**src/burst_read_consts.vh**
```
// constants for the burst register read frame interpreter
`ifndef BURST_READ_CONSTS_VH
`define BURST_READ_CONSTS_VH
`define HEAD_BYTE        8'hFE
`define CSUM_CONST       8'h33
`define REQ_LEN          4'h8
`define CTRL_READ_CODE   2'h1
`define CTRL_SEL_HI_BIT  3
`define CTRL_SEL_LO_BIT  2
`define ADDR_HI_MSB      7
`define ADDR_HI_LSB      4
`define IDX_CTRL         4'h1
`define IDX_ADDR         4'h2
`define IDX_COUNT        4'h3
`define IDX_CSUM         4'h7
`endif

```
**src/burst_read_engine.v**
```verilog
// burst register read frame interpreter for a byte-serial link
// Contract
// (RULE_01) count byte gives words from start address
// (RULE_02) count zero returns exactly one word
// (RULE_03) host sets count one for single read
// (RULE_04) host sets count to registers wanted
// (RULE_05) count at most 255 registers
// (RULE_06) request checksum: sum seven, invert, add 33h
// (RULE_07) response words sent low byte first
// (RULE_08) each group reads next consecutive address
// (RULE_09) response ends with checksum over prior bytes
// (RULE_10) response head FEh, echoed control, length
// (RULE_11) request bytes six, seven only in checksum
// (RULE_12) eight request bytes, lsb first serial
// (RULE_13) control bits 3:2 match chip select pins
`timescale 1ns/10ps
`default_nettype none
`include "burst_read_consts.vh"
module burst_read_engine #(
  parameter ADDR_W = 12,
  parameter DATA_W = 32
) (
  // clock, reset, enable
  input  wire              clock,
  input  wire              rst,
  input  wire              ce,
  // chip address straps
  input  wire              chipSelHiPin,
  input  wire              chipSelLoPin,
  // received bytes from the uart receiver
  input  wire              rxValid,
  input  wire [7:0]        rxByte,
  // bytes to the uart transmitter
  output wire              txValid,
  input  wire              txReady,
  output reg  [7:0]        txByte,
  // register file read port; data must stand while the strobe is high
  output reg               regRdEn,
  output reg  [ADDR_W-1:0] regRdAddr,
  input  wire [DATA_W-1:0] regRdData,
  // status
  output wire              busy,
  output reg               csumError
);
  localparam ST_RX    = 3'h0;
  localparam ST_FETCH = 3'h1;
  localparam ST_WAIT  = 3'h2;
  localparam ST_HEAD  = 3'h3;
  localparam ST_DATA  = 3'h4;
  localparam ST_CSUM  = 3'h5;

  reg  [2:0]        state_r;
  reg  [3:0]        rxIdx_r;
  reg  [7:0]        ctrl_r;
  reg  [7:0]        addrLo_r;
  reg  [7:0]        words_r;
  reg  [7:0]        left_r;
  reg  [1:0]        hdrIdx_r;
  reg  [1:0]        laneIdx_r;
  reg  [DATA_W-1:0] word_r;
  reg               txValid_r;
  wire [7:0]        csum;
  wire              txFire;
  wire              sumClear;
  wire              sumAdd;
  wire [7:0]        sumByte;
  wire              reqOk;
  wire              sumHunt;
  wire [7:0]        csumNext;

  assign txValid = txValid_r;
  assign txFire  = txValid_r & txReady;
  assign busy    = (state_r != ST_RX);

  // the same accumulator serves request check and response build;
  // it restarts after each eighth request byte and after the response checksum,
  // so a stale sum never leaks into the next frame
  assign sumClear = (state_r == ST_RX && rxValid && rxIdx_r == `IDX_CSUM) || // RULE_06
                    (state_r == ST_CSUM && txFire);                            // RULE_09
  // while hunting for the head byte, stray bytes must stay out of the sum
  assign sumHunt  = (rxIdx_r != 4'h0) || (rxByte == `HEAD_BYTE);
  // bytes six and seven are summed like any other and then dropped
  assign sumAdd   = (state_r == ST_RX) ? (rxValid & sumHunt) : (txFire && state_r != ST_CSUM); // RULE_11
  assign sumByte  = (state_r == ST_RX) ? rxByte : txByte;

  frame_checksum u_sum (
    .clock    (clock),
    .rst      (rst),
    .ce       (ce),
    .clear    (sumClear),
    .addValid (sumAdd),
    .addByte  (sumByte),
    .checksum (csum)
  );

  // a frame is accepted only on read code, matching straps and good sum
  assign reqOk = (rxByte == csum) && // RULE_06
                 (ctrl_r[1:0] == `CTRL_READ_CODE) &&
                 (ctrl_r[`CTRL_SEL_HI_BIT] == chipSelHiPin) && // RULE_13
                 (ctrl_r[`CTRL_SEL_LO_BIT] == chipSelLoPin);   // RULE_13

  // main sequencer; a frame without the head byte first is dropped
  always @(posedge clock) begin
    if (rst) begin
      state_r   <= ST_RX;
      rxIdx_r   <= 4'h0;
      ctrl_r    <= 8'h00;
      addrLo_r  <= 8'h00;
      words_r   <= 8'h00;
      left_r    <= 8'h00;
      hdrIdx_r  <= 2'h0;
      laneIdx_r <= 2'h0;
      word_r    <= {DATA_W{1'b0}};
      txValid_r <= 1'b0;
      txByte    <= 8'h00;
      regRdEn   <= 1'b0;
      regRdAddr <= {ADDR_W{1'b0}};
      csumError <= 1'b0;
    end else if (ce) begin
      regRdEn <= 1'b0;
      case (state_r)
        ST_RX: begin
          if (rxValid) begin
            // byte count bounds the frame to eight bytes
            if (rxIdx_r == 4'h0) begin
              rxIdx_r <= (rxByte == `HEAD_BYTE) ? 4'h1 : 4'h0; // RULE_12
            end else if (rxIdx_r == `IDX_CSUM) begin
              rxIdx_r   <= 4'h0;
              csumError <= (rxByte != csum);
              if (reqOk) begin
                state_r   <= ST_FETCH;
                regRdAddr <= {ctrl_r[`ADDR_HI_MSB:`ADDR_HI_LSB], addrLo_r}; // RULE_01
                hdrIdx_r  <= 2'h0;
              end
            end else begin
              rxIdx_r <= rxIdx_r + 4'h1;
              if (rxIdx_r == `IDX_CTRL) begin
                ctrl_r <= rxByte;
              end
              if (rxIdx_r == `IDX_ADDR) begin
                addrLo_r <= rxByte;
              end
              // 8-bit field cannot exceed 255; zero means one word
              if (rxIdx_r == `IDX_COUNT) begin
                words_r <= (rxByte == 8'h00) ? 8'h01 : rxByte; // RULE_02 RULE_05
              end
              // bytes 6 and 7 only feed the checksum RULE_11
            end
          end
        end
        // one strobe per word; txValid stays low meanwhile
        ST_FETCH: begin
          regRdEn <= 1'b1;
          state_r <= ST_WAIT;
        end
        ST_WAIT: begin
          // read data is taken at the edge that sees the strobe high
          word_r    <= regRdData;
          laneIdx_r <= 2'h0;
          if (hdrIdx_r == 2'h0) begin
            left_r    <= words_r;
            state_r   <= ST_HEAD;
            txValid_r <= 1'b1;
            txByte    <= `HEAD_BYTE; // RULE_10
          end else begin
            state_r   <= ST_DATA;
            txValid_r <= 1'b1;
            txByte    <= regRdData[7:0]; // RULE_07
          end
        end
        ST_HEAD: begin
          if (txFire) begin
            hdrIdx_r <= hdrIdx_r + 2'h1;
            if (hdrIdx_r == 2'h0) begin
              txByte <= {ctrl_r[7:2], `CTRL_READ_CODE}; // RULE_10
            end else if (hdrIdx_r == 2'h1) begin
              txByte <= words_r; // RULE_10
            end else begin
              state_r <= ST_DATA;
              txByte  <= word_r[7:0]; // RULE_07
            end
          end
        end
        ST_DATA: begin
          if (txFire) begin
            laneIdx_r <= laneIdx_r + 2'h1;
            if (laneIdx_r == 2'h3) begin
              left_r <= left_r - 8'h01;
              if (left_r == 8'h01) begin
                state_r <= ST_CSUM;
                txByte  <= (~(csumNext)) + `CSUM_CONST; // RULE_09
              end else begin
                // next group reads the following address
                txValid_r <= 1'b0;
                regRdAddr <= regRdAddr + {{(ADDR_W-1){1'b0}}, 1'b1}; // RULE_08
                state_r   <= ST_FETCH;
              end
            end else begin
              txByte <= word_r[8*laneIdx_r+8 +: 8]; // RULE_07
            end
          end
        end
        // hold the checksum until taken, then go back to hunting
        ST_CSUM: begin
          if (txFire) begin
            txValid_r <= 1'b0;
            state_r   <= ST_RX;
          end
        end
        default: begin
          state_r   <= ST_RX;
          txValid_r <= 1'b0;
        end
      endcase
    end
  end

  // sum including the byte leaving now, so the last byte closes the frame
  assign csumNext = (~(csum - `CSUM_CONST)) + txByte;
endmodule
`default_nettype wire

```
**src/frame_checksum.v**
```verilog
// running frame checksum: byte sum, inverted, plus constant
`timescale 1ns/10ps
`default_nettype none
`include "burst_read_consts.vh"
module frame_checksum (
  // clock and control
  input  wire       clock,
  input  wire       rst,
  input  wire       ce,
  input  wire       clear,
  // byte to accumulate
  input  wire       addValid,
  input  wire [7:0] addByte,
  // result
  output wire [7:0] checksum
);
  reg [7:0] sum_r;

  // sum wraps modulo 256; clear has priority so a new frame starts clean
  always @(posedge clock) begin
    if (rst) begin
      sum_r <= 8'h00;
    end else if (ce) begin
      if (clear) begin
        sum_r <= 8'h00;
      end else if (addValid) begin
        sum_r <= sum_r + addByte;
      end
    end
  end

  assign checksum = (~sum_r) + `CSUM_CONST; // RULE_06 RULE_09
endmodule
`default_nettype wire

```
**config.mk**
```make
export PLATFORM = sky130hd
export DESIGN_NAME = burst_read_engine
export DESIGN_NICKNAME = d
export VERILOG_FILES = /design/src/burst_read_engine.v /design/src/frame_checksum.v
export VERILOG_INCLUDE_DIRS = /design/src
export SDC_FILE = /design/constraint.sdc
export NUM_CORES = 1
export LEC_CHECK = 0
export BUFFER_PORTS_ARGS = -buffer_cell sky130_fd_sc_hd__buf_2
export CAP_MARGIN = 20
export CORE_MARGIN = 2
export CORE_UTILIZATION = 50
export CTS_CLUSTER_SIZE = 24
export DETAILED_ROUTE_END_ITERATION = 10
export GPL_ROUTABILITY_DRIVEN = 0
export HOLD_SLACK_MARGIN = 0.08
export PLACE_DENSITY = 0.72
export SLEW_MARGIN = 5
export SYNTH_ARGS = -nofsm -noshare
export SYNTH_HDL_FRONTEND = slang
export SYNTH_SLANG_ARGS = --single-unit
export TNS_END_PERCENT = 20
```
**constraint.sdc**
```tcl
create_clock -name clock -period 3.1 [get_ports clock]
set_input_delay 0.465 -clock clock [delete_from_list [all_inputs] [get_ports clock]]
set_output_delay 0.465 -clock clock [all_outputs]
set_load 0.005 [all_outputs]
```
==> impl_metrics.py, run 1 <==
metrics = {
    "pwr": {
        "p_comb_share_pct": 8.3,
        "cell_internal_pwr_mw": 2.02,
        "switching_share_pct": 25.3,
        "power_leakage_nw": 3.06,
        "power.ir.vdd_worst_mv": 0.303,
        "seq_power_share_pct": 50.8,
        "pwr_density_cell_nw_per_um2": 349,
        "switching_power_uw": 684,
        "fin_total_pwr_mw": 2.70,
        "clock_power_share_pct": 40.9,
    },
    "drt": {
        "routed_wire_length_per_instance_um": 16.5,
        "vias": 6338,
        "route.detailed.vias_per_inst": 5.76,
        "firstDrtPassIters": 5,
        "sum_of_routed_wire_length_over_all_layers_um": 18200,
        "drt_first_iter_violations": 476,
        "detail_route.drc_violations": 0,
        "antenna_violating_nets_post_route": 0,
    },
    "cts": {
        "clock_sink_count": 106,
        "cts_made_buffers": 9,
        "cts_max_level": 3,
        "buffers_from_clock_root_to_sink_at_most": 2,
        "clockRootBuffer": "clkbuf_16",
        "clock_latency_reported_for_the_late_side_of_the_worst_skew_pair_ns": 0.36,
        "tritoncts_clock_tree": "yes",
        "clk_pin_slew_ns": 0.08,
    },
    "final_layout": {
        "syn2layout_area_growth_pct": 15.9,
        "layout.cells.most_common_list": "nand2_1 (121), dfxtp_1 (104), nor2_1 (91), a21oi_1 (86), buf_2 (69)",
        "layout.cells.most_common": "nand2_1",
        "num-nets-final": 995,
        "n_antenna_cell": 0,
        "post_route_cells_drive_above_1_share_pct": 20.6,
        "filler_cell_count": 1217,
        "finalCoreUtilization_pct": 58.9,
        "finalNonFillerCells": 1101,
    },
    "timing": {
        "grt_setup_unrepaired": "true",
        "final_period_minus_worst_setup_slack_ns": 3.21,
        "maxSlewViolCount": 0,
        "finalHoldViolations": 0,
        "layout_setup_ws_ns": -0.114,
        "fin_crit_sh_pct": 104,
        "setup-tns-final_ns": -0.169,
        "timing.clock.skew_ns": 0.00837,
        "final-setup-viol-count": 3,
        "worstMarginPinSlew_ns": 0.619,
        "max-slew-margin-rel_pct": 58.6,
        "achievable-frequency_mhz": 311,
    },
    "floorplan": {
        "chipWidth_um": 120,
        "initial_utilization_pct": 50.9,
        "placement_rows": 42,
        "die_area_sq_um": 14300,
        "top_level_ports": 71,
        "core-area_sq_um": 13100,
        "die_h_um": 120,
    },
    "global_route": {
        "antenna_found_initial": 1,
        "globalRouteTotalUtil_pct": 26.1,
        "grt_first_pass_wirelength_um": 29900,
        "grt_overflow_total": 0,
        "via_count_of_the_first_global_routing_pass": 6037,
        "maximum_number_of_pins_on_one_net_before_global_route_repair": 45,
    },
    "yosys": {
        "synth.yosys.seq_area_share_pct": 31.8,
        "ys.warnings.count": 0,
        "syn_area_sq_um": 6680,
        "async_flop_share_pct": 0,
        "synth-seq-cells": 106,
        "synthesized_area_per_cell_sq_um": 7.91,
        "synth.lib_cells_used.distinct": 77,
        "synth_fp_nets": 920,
        "synth_edf_count": 0,
        "ys.flop_type": "dfxtp_1",
        "synthCells": 845,
    },
    "setup_path": {
        "r2r_cells": 12,
        "critPathLaunchType": "flip-flop",
        "r2r-end": "txByte[7]$_SDFFE_PP0P_",
        "path_class": "flip-flop to flip-flop",
        "timing.critical_path.to_type": "flip-flop",
        "worstPathRequired_ns": 3.36,
        "worst_r2r_startpoint": "u_sum.sum_r[1]$_SDFFE_PP0P_",
        "crit_path_max_fanout": 11,
        "r2r_setup_slack_ns": -0.11,
        "timing.critical_path.arrival_ns": 3.48,
    },
    "placement": {
        "dp.cells": 1082,
        "dp.final_hpwl_um": 13400,
        "io_port_bufs": 70,
    },
    "run": {
        "max_cap_viol_count": 0,
    },
    "run_status": {
        "failed_checks": "negative setup slack",
        "run_status": "finished, violations left",
    },
    "worst_hold_path": {
        "hold_startpoint": "regRdData[23]",
        "min_path_type": "input pin to flip-flop",
        "hold_critical_path_depth": 3,
        "hold-path-endpoint": "word_r[23]$_SDFFE_PP0P_",
    },
}
-- registers in the layout, summed over array words and instances (netlist names) --
signal	cells
regRdAddr	12
ctrl_r	8
u_sum.sum_r	8
txValid	1
rxIdx_r	4
left_r	8
state_r	3
hdrIdx_r	2
txByte	8
laneIdx_r	2
word_r	32
csumError	1
regRdEn	1
words_r	8
addrLo_r	8
-- synthesized netlist by cell type (6+ instances only) --
library cell	number	area, sq um
inv_1	19	71.3
clkbuf_1	44	165
a21oi_2	7	61.3
nand2b_1	13	81.3
or2_2	6	37.5
nor2b_1	6	37.5
nor3_1	21	105
a21oi_1	90	450
nand2_1	122	458
mux2_2	10	113
o21ai_0	33	165
xor2_1	11	96.3
buf_2	8	40.0
nand3_1	24	120
ha_1	26	325
a211oi_1	15	113
xnor2_1	16	140
o22ai_1	6	37.5
dfxtp_1	106	2120
nor2_1	93	349
o211ai_1	8	60.1
nor4_1	7	43.8
o32ai_2	7	114
a22oi_1	7	52.6
mux2i_1	42	420
-- layer usage --
metal,GRT usage [%],wire (um),vias to the layer above
met4,11.3,658,2
met1,34.4,8230,2972
met5,0,14,-
met2,41.3,8290,174
met3,5.42,1010,49
li1,-,-,3141
-- power groups by stage --
stage / logic, mW / registers [mW] / clock network (mW)
2_1_floorplan: 0.129 / 1.40 / 0
3_3_place_gp: 0.214 / 1.40 / 0
3_5_place_dp: 0.215 / 1.40 / 0
4_1_cts: 0.217 / 1.37 / 1.12
5_1_grt: 0.244 / 1.37 / 1.18
6_report: 0.224 / 1.37 / 1.11
-- per-stage QoR --
stage,hold WS [ns],setup WS (ns),cell area [sq um]
6_report,0.336,-0.114,7740
5_1_grt,0.343,-0.295,7740
4_1_cts,0.330,-0.0445,7700
3_5_place_dp,0.445,-0.108,7410
3_3_place_gp,0.441,-0.0177,7410
2_1_floorplan,0.432,-0.00520,6730
-- final cells by class --
| class | instances | area [sq um] | share of cell area, % |
|---|---|---|---|
| repair buffers | 121 | 736 | 9.50 |
| multi-input cells | 663 | 4320 | 55.7 |
| clock buffers | 12 | 236 | 3.05 |
| flip-flops and latches | 106 | 2130 | 27.5 |
| clock inverters | 4 | 36.3 | 0.469 |
| well taps | 176 | 220 | 2.84 |
| inverters | 19 | 71.3 | 0.921 |
-- worst max-delay path, stage by stage, from the launching register on --
cell,delay (ns)
dfxtp_4,0.37
ha_4,0.20
or4_1,0.41
o211ai_1,0.12
a211oi_2,0.12
xnor2_1,0.21
ha_1,0.31
or3_1,0.32
o211ai_1,0.15
o31ai_2,0.13
or4b_4,0.54
a21oi_2,0.17
nor3_2,0.06
-- logic make-up (layout without fill, tap and decap cells) --
kind of cell / after synthesis / count (layout) / synth area share (%)
buffers and inverters: 76 / 156 / 4.76
multiplexers: 52 / 52 / 7.98
XOR/XNOR: 30 / 30 / 4.46
adder cells (fa/ha/maj): 28 / 28 / 5.47
flip-flops: 106 / 106 / 31.8
AO/OA/AOI/OAI: 224 / 224 / 22.9
AND/OR/NAND/NOR: 329 / 329 / 22.7
-- worst max path at each step --
stage	from	to	slack, ns	cells after the start
CTS	u_sum.sum_r[1]$_SDFFE_PP0P_	txByte[7]$_SDFFE_PP0P_	-0.04	15
global route	u_sum.sum_r[1]$_SDFFE_PP0P_	txByte[7]$_SDFFE_PP0P_	-0.30	15
finish	u_sum.sum_r[1]$_SDFFE_PP0P_	txByte[7]$_SDFFE_PP0P_	-0.11	12
global placement	u_sum.sum_r[1]$_SDFFE_PP0P_	txByte[7]$_SDFFE_PP0P_	-0.02	15
floorplan	u_sum.sum_r[0]$_SDFFE_PP0P_	txByte[7]$_SDFFE_PP0P_	-0.005	13
detailed placement	u_sum.sum_r[1]$_SDFFE_PP0P_	txByte[7]$_SDFFE_PP0P_	-0.11	15
-- repair_timing --
action                     in CTS  in global routing
buffers inserted                1                  2
hold buffers                    0                  0
setup endpoints to repair       2                  6
pin swaps                       4                 13
resized for setup               5                  9
No activity file was read; power rests on OpenSTA's default activity.
==> run 2, diff against run 1 <==
CORE_UTILIZATION = 30   (was 50)
PLACE_DENSITY = default   (was 0.72)
==> impl_metrics.py, run 2 (synthesis results as in run 1) <==
metrics = {
    "cts": {
        "tritoncts_clock_tree": "yes",
        "buffers_from_clock_root_to_sink_at_most": 2,
        "clockRootBuffer": "clkbuf_16",
        "cts-hold-fix-buffers": 0,
        "clock_latency_reported_for_the_late_side_of_the_worst_skew_pair_ns": 0.36,
        "clock_sink_count": 106,
        "cts_max_level": 3,
        "cts_made_buffers": 9,
        "clk_pin_slew_ns": 0.08,
    },
    "setup_path": {
        "path_class": "flip-flop to flip-flop",
        "worst_r2r_startpoint": "u_sum.sum_r[1]$_SDFFE_PP0P_",
        "worst-path-buf-inv": 1,
        "worstPathRequired_ns": 3.36,
        "r2r_setup_slack_ns": -0.09,
        "r2r_cells": 13,
        "timing.critical_path.arrival_ns": 3.45,
        "critical_path.startpoint": "u_sum.sum_r[1]$_SDFFE_PP0P_",
        "critPathLaunchType": "flip-flop",
        "worst_setup_path_endpoint": "txByte[7]$_SDFFE_PP0P_",
        "crit_path_max_fanout": 5,
        "crit_cells": 13,
        "r2r-end": "txByte[7]$_SDFFE_PP0P_",
        "timing.critical_path.to_type": "flip-flop",
        "crit_slowest_cell": "or4b_4",
        "cp_top_family": "compound AO/OA/AOI/OAI gates",
        "crit_chain": "buf_4, a211o_1, and2_1, xnor2_2, xnor2_1, ha_1, nand3b_1, o211ai_1, a211oi_4, o31ai_4, or4b_4, a21oi_4, nor3_2",
        "critical_path.max_stage_delay_ns": 0.54,
    },
    "global_route": {
        "grt_first_pass_wirelength_um": 31100,
        "grt_overflow_total": 0,
        "via_count_of_the_first_global_routing_pass": 5748,
        "antenna_found_initial": 1,
        "globalRouteTotalUtil_pct": 16.2,
        "maximum_number_of_pins_on_one_net_before_global_route_repair": 54,
    },
    "worst_hold_path": {
        "min_path_type": "input pin to flip-flop",
    },
    "placement": {
        "pre_cts_ws_ns": -0.0811,
        "dpl-instance-area_sq_um": 7520,
        "dp.cells": 1182,
        "dp.final_hpwl_um": 14000,
        "io_port_bufs": 70,
    },
    "drt": {
        "antenna_violating_nets_post_route": 0,
        "sum_of_routed_wire_length_over_all_layers_um": 19300,
        "vias": 6239,
        "drt_first_iter_violations": 505,
        "firstDrtPassIters": 5,
        "detail_route.drc_violations": 0,
        "routed_wire_length_per_instance_um": 16.0,
        "route.detailed.vias_per_inst": 5.18,
    },
    "timing": {
        "achievable-frequency_mhz": 313,
        "timing.clock.skew_ns": 0.0153,
        "setup-tns-final_ns": -0.0908,
        "fin_crit_sh_pct": 103,
        "max-slew-margin-rel_pct": 50.0,
        "final_period_minus_worst_setup_slack_ns": 3.19,
        "maxSlewViolCount": 0,
        "layout_setup_ws_ns": -0.0908,
        "hold_slack_ns": 0.335,
        "finalHoldViolations": 0,
        "final-setup-viol-count": 1,
        "grt_setup_unrepaired": "true",
        "worstMarginPinSlew_ns": 0.749,
    },
    "final_layout": {
        "finalNonFillerCells": 1205,
        "regMostFlops": "word_r",
        "finalCoreUtilization_pct": 36.7,
        "post_route_cells_drive_above_1_share_pct": 21.5,
        "layout.cells.most_common_list": "nand2_1 (121), dfxtp_1 (104), nor2_1 (92), a21oi_1 (84), buf_2 (69)",
        "layout.cell_area.non_filler_sq_um": 8010,
        "reg_top3": "word_r x32, regRdAddr x12",
        "layout.cells.most_common": "nand2_1",
        "flip_flop_count_of_the_largest_register_all_copies_and_words_added": 32,
        "filler_cell_count": 2260,
        "num-nets-final": 994,
        "syn2layout_area_growth_pct": 19.8,
    },
    "floorplan": {
        "die_h_um": 153,
        "top_level_ports": 71,
        "core-area_sq_um": 21800,
        "chipWidth_um": 153,
        "initial_utilization_pct": 30.6,
        "die_area_sq_um": 23500,
        "placement_rows": 54,
    },
    "pwr": {
        "power_leakage_nw": 3.11,
        "pwr_density_cell_nw_per_um2": 359,
        "fin_total_pwr_mw": 2.87,
        "power.ir.vdd_worst_mv": 0.284,
    },
    "run_status": {
        "run_status": "finished, violations left",
        "failed_checks": "negative setup slack",
    },
    "run": {
        "max_cap_viol_count": 0,
    },
}
-- run 2: changes by cell type in the layout (fill, tap and decap cells not counted), sizes merged --
cell / change
buf: -1
bufinv: +1
clkbuf: -3
clkinv: +3
clkinvlp: -1
diode: +1
-- run 2: layout make-up --
class / instances / area [sq um] / share of cell area, %
well taps: 280 / 350 / 4.38
multi-input cells: 663 / 4380 / 54.6
diodes: 1 / 2.50 / 0.0313
inverters: 19 / 71.3 / 0.891
clock buffers: 9 / 225 / 2.81
repair buffers: 120 / 748 / 9.34
flip-flops and latches: 106 / 2130 / 26.6
clock inverters: 7 / 108 / 1.34
-- run 2: power by group --
part	total, mW	internal [mW]	switching, mW
Combinational	0.229	0.0955	0.134
Clock	1.27	0.659	0.614
Sequential	1.37	1.36	0.00800
Total	2.87	2.12	0.756
-- run 2: per-layer routing --
metal | vias up | GRT usage, % | wire (um)
met5 | - | 0 | 0
li1 | 3152 | - | -
met3 | 24 | 2.61 | 719
met1 | 2926 | 22.5 | 9340
met2 | 137 | 25.4 | 8670
met4 | 0 | 6.08 | 596
-- run 2: tightest hold or removal path, stage by stage --
cell and delay [ns]:
buf_2 0.09, nand2_1 0.04, a21oi_1 0.05
-- run 2: what timing repair did --
item	in CTS	in global routing
gates resized for setup	12	15
buffers inserted	5	1
hold endpoints to repair	0	0
pin swaps	13	11
setup endpoints to repair	2	4
-- run 2: worst min-delay path by stage --
stage / start / to / slack, ns / cells past startpoint
after CTS: regRdData[29] / word_r[29]$_SDFFE_PP0P_ / 0.32 / 3
after global placement: word_r[0]$_SDFFE_PP0P_ / word_r[0]$_SDFFE_PP0P_ / 0.44 / 2
after floorplan: word_r[0]$_SDFFE_PP0P_ / word_r[0]$_SDFFE_PP0P_ / 0.43 / 2
final: regRdData[29] / word_r[29]$_SDFFE_PP0P_ / 0.33 / 3
after global routing: regRdData[28] / word_r[28]$_SDFFE_PP0P_ / 0.33 / 3
after detailed placement: word_r[3]$_SDFFE_PP0P_ / word_r[3]$_SDFFE_PP0P_ / 0.45 / 2
==> run 3, diff against run 2 <==
clock period = 3.2 ns   (was 3.1 ns; I/O delays follow)
==> impl_metrics.py, run 3 (synthesis results as in run 1) <==
metrics = {
    "cts": {
        "clock_latency_reported_for_the_late_side_of_the_worst_skew_pair_ns": 0.36,
        "tritoncts_clock_tree": "yes",
        "clk_pin_slew_ns": 0.08,
        "clockRootBuffer": "clkbuf_16",
        "clock_sink_count": 106,
        "buffers_from_clock_root_to_sink_at_most": 2,
        "cts_made_buffers": 9,
        "cts_max_level": 3,
    },
    "drt": {
        "antenna_violating_nets_post_route": 0,
        "route.detailed.vias_per_inst": 5.18,
        "sum_of_routed_wire_length_over_all_layers_um": 19100,
        "detail_route.drc_violations": 0,
        "drt_first_iter_violations": 416,
        "routed_wire_length_per_instance_um": 15.8,
        "vias": 6245,
        "firstDrtPassIters": 5,
    },
    "placement": {
        "io_port_bufs": 70,
        "dp.final_hpwl_um": 14200,
        "dp.cells": 1184,
        "dpl-instance-area_sq_um": 7500,
    },
    "final_layout": {
        "num-nets-final": 994,
        "flip_flop_count_of_the_largest_register_all_copies_and_words_added": 32,
        "reg_top3": "word_r x32, regRdAddr x12",
        "layout.cells.most_common_list": "nand2_1 (122), dfxtp_1 (104), nor2_1 (92), a21oi_1 (87), buf_2 (69)",
        "post_route_cells_drive_above_1_share_pct": 20.8,
        "filler_cell_count": 2293,
        "layout.cells.most_common": "nand2_1",
        "multi_input_area_sq_um": 4350,
        "layout.cell_area.non_filler_sq_um": 7950,
        "regMostFlops": "word_r",
        "syn2layout_area_growth_pct": 18.9,
        "register_area_sq_um": 2120,
        "finalNonFillerCells": 1205,
    },
    "global_route": {
        "via_count_of_the_first_global_routing_pass": 5732,
        "maximum_number_of_pins_on_one_net_before_global_route_repair": 55,
        "globalRouteTotalUtil_pct": 16.1,
        "grt_overflow_total": 0,
        "antenna_found_initial": 1,
        "grt_first_pass_wirelength_um": 30400,
    },
    "run": {
        "max_cap_viol_count": 0,
    },
    "timing": {
        "max-slew-margin-rel_pct": 43.8,
        "grt_setup_unrepaired": "true",
        "final_period_minus_worst_setup_slack_ns": 3.17,
        "fin_crit_sh_pct": 98.9,
        "maxSlewViolCount": 0,
        "achievable-frequency_mhz": 316,
        "final-setup-viol-count": 0,
        "worstMarginPinSlew_ns": 0.843,
        "finalHoldViolations": 0,
        "timing.clock.skew_ns": 0.0151,
    },
    "floorplan": {
        "initial_utilization_pct": 30.6,
        "chipWidth_um": 153,
        "die_h_um": 153,
        "placement_rows": 54,
        "top_level_ports": 71,
        "die_area_sq_um": 23500,
        "core-area_sq_um": 21800,
    },
    "pwr": {
        "switching_power_uw": 702,
        "clock_power_share_pct": 43.5,
        "switching_share_pct": 25.6,
        "cell_internal_pwr_mw": 2.05,
        "power_leakage_nw": 3.09,
        "seq_power_share_pct": 48.4,
        "pwr_density_cell_nw_per_um2": 346,
        "fin_total_pwr_mw": 2.75,
        "power.ir.vdd_worst_mv": 0.251,
        "p_comb_share_pct": 8.1,
    },
    "setup_path": {
        "timing.critical_path.to_type": "flip-flop",
        "worstPathRequired_ns": 3.46,
        "path_class": "flip-flop to flip-flop",
        "crit_path_max_fanout": 12,
        "critPathLaunchType": "flip-flop",
        "timing.critical_path.arrival_ns": 3.43,
    },
    "run_status": {
        "run_status": "completed",
    },
    "worst_hold_path": {
        "min_path_type": "input pin to flip-flop",
    },
}
## run 3: cell count changes in the layout (fill, tap and decap cells not counted), moves of 2 or more
cell      previous run  this run
a21oi_1             84        87
nor3_2               1         3
inv_6                1         3
a21oi_2             11         9
clkinv_8             3         0
## run 3: final timing paths
path / start / to / slack, ns / depth (start not counted)
max reg2reg: u_sum.sum_r[0]$_SDFFE_PP0P_ / txByte[7]$_SDFFE_PP0P_ / 0.03 / 14
min reg2reg: word_r[14]$_SDFFE_PP0P_ / word_r[14]$_SDFFE_PP0P_ / 0.46 / 2
min: regRdData[8] / word_r[8]$_SDFFE_PP0P_ / 0.35 / 3
max: u_sum.sum_r[0]$_SDFFE_PP0P_ / txByte[7]$_SDFFE_PP0P_ / 0.03 / 14
## run 3: power groups by stage
| stage | clock [mW] | sequential, mW | combinational, mW |
|---|---|---|---|
| CTS | 1.23 | 1.33 | 0.215 |
| finish | 1.19 | 1.33 | 0.223 |
| detailed placement | 0 | 1.36 | 0.213 |
| global route | 1.27 | 1.33 | 0.244 |
| floorplan | 0 | 1.36 | 0.124 |
| global placement | 0 | 1.36 | 0.212 |
## run 3: worst max-delay path, stage by stage (launching register included)
cell,delay (ns)
dfxtp_2,0.37
buf_8,0.15
nand2_1,0.07
or2_2,0.27
o21ai_0,0.15
a21oi_1,0.11
xor2_1,0.16
ha_1,0.40
nand2b_1,0.14
o211ai_1,0.13
a211oi_4,0.29
o31ai_4,0.12
or4b_4,0.53
a21oi_2,0.14
nor3_2,0.05
## run 3: cell type report
cell class | instances | area share (%)
Clock buffer | 10 | 2.88
Timing Repair Buffer | 120 | 9.31
Antenna cell | 1 | 0.0315
Clock inverter | 6 | 0.992
Sequential cell | 106 | 26.7
Inverter | 19 | 0.897
Multi-Input combinational cell | 663 | 54.7
Tap cell | 280 | 4.41
## run 3: per-stage QoR
stage / utilization, % / TNS, ns / hold WS [ns] / setup WS [ns]
6_report: 36.4 / 0 / 0.348 / 0.0337
5_1_grt: 36.4 / -0.227 / 0.346 / -0.102
4_1_cts: 35.8 / 0 / 0.339 / 0.0218
3_5_place_dp: 34.4 / -0.000283 / 0.447 / -0.000283
3_3_place_gp: 34.4 / 0 / 0.441 / 0.0505
2_1_floorplan: - / 0 / 0.432 / 0.00680
## run 3: what timing repair did
action | 4_1_cts | 5_1_grt
resized for setup | 2 | 20
hold buffers | 0 | 0
setup buffers | 0 | 4
endpoints found under the setup margin | 1 | 4
pin swaps | 0 | 11
## run 3: metal layers
layer | share of wire, % | track usage, % | vias to the layer above
li1 | - | - | 3161
met1 | 47 | 21.4 | 2938
met2 | 45 | 25.9 | 119
met3 | 3.9 | 2.52 | 27
met4 | 3.2 | 7.19 | 0
met5 | 0 | 0 | -
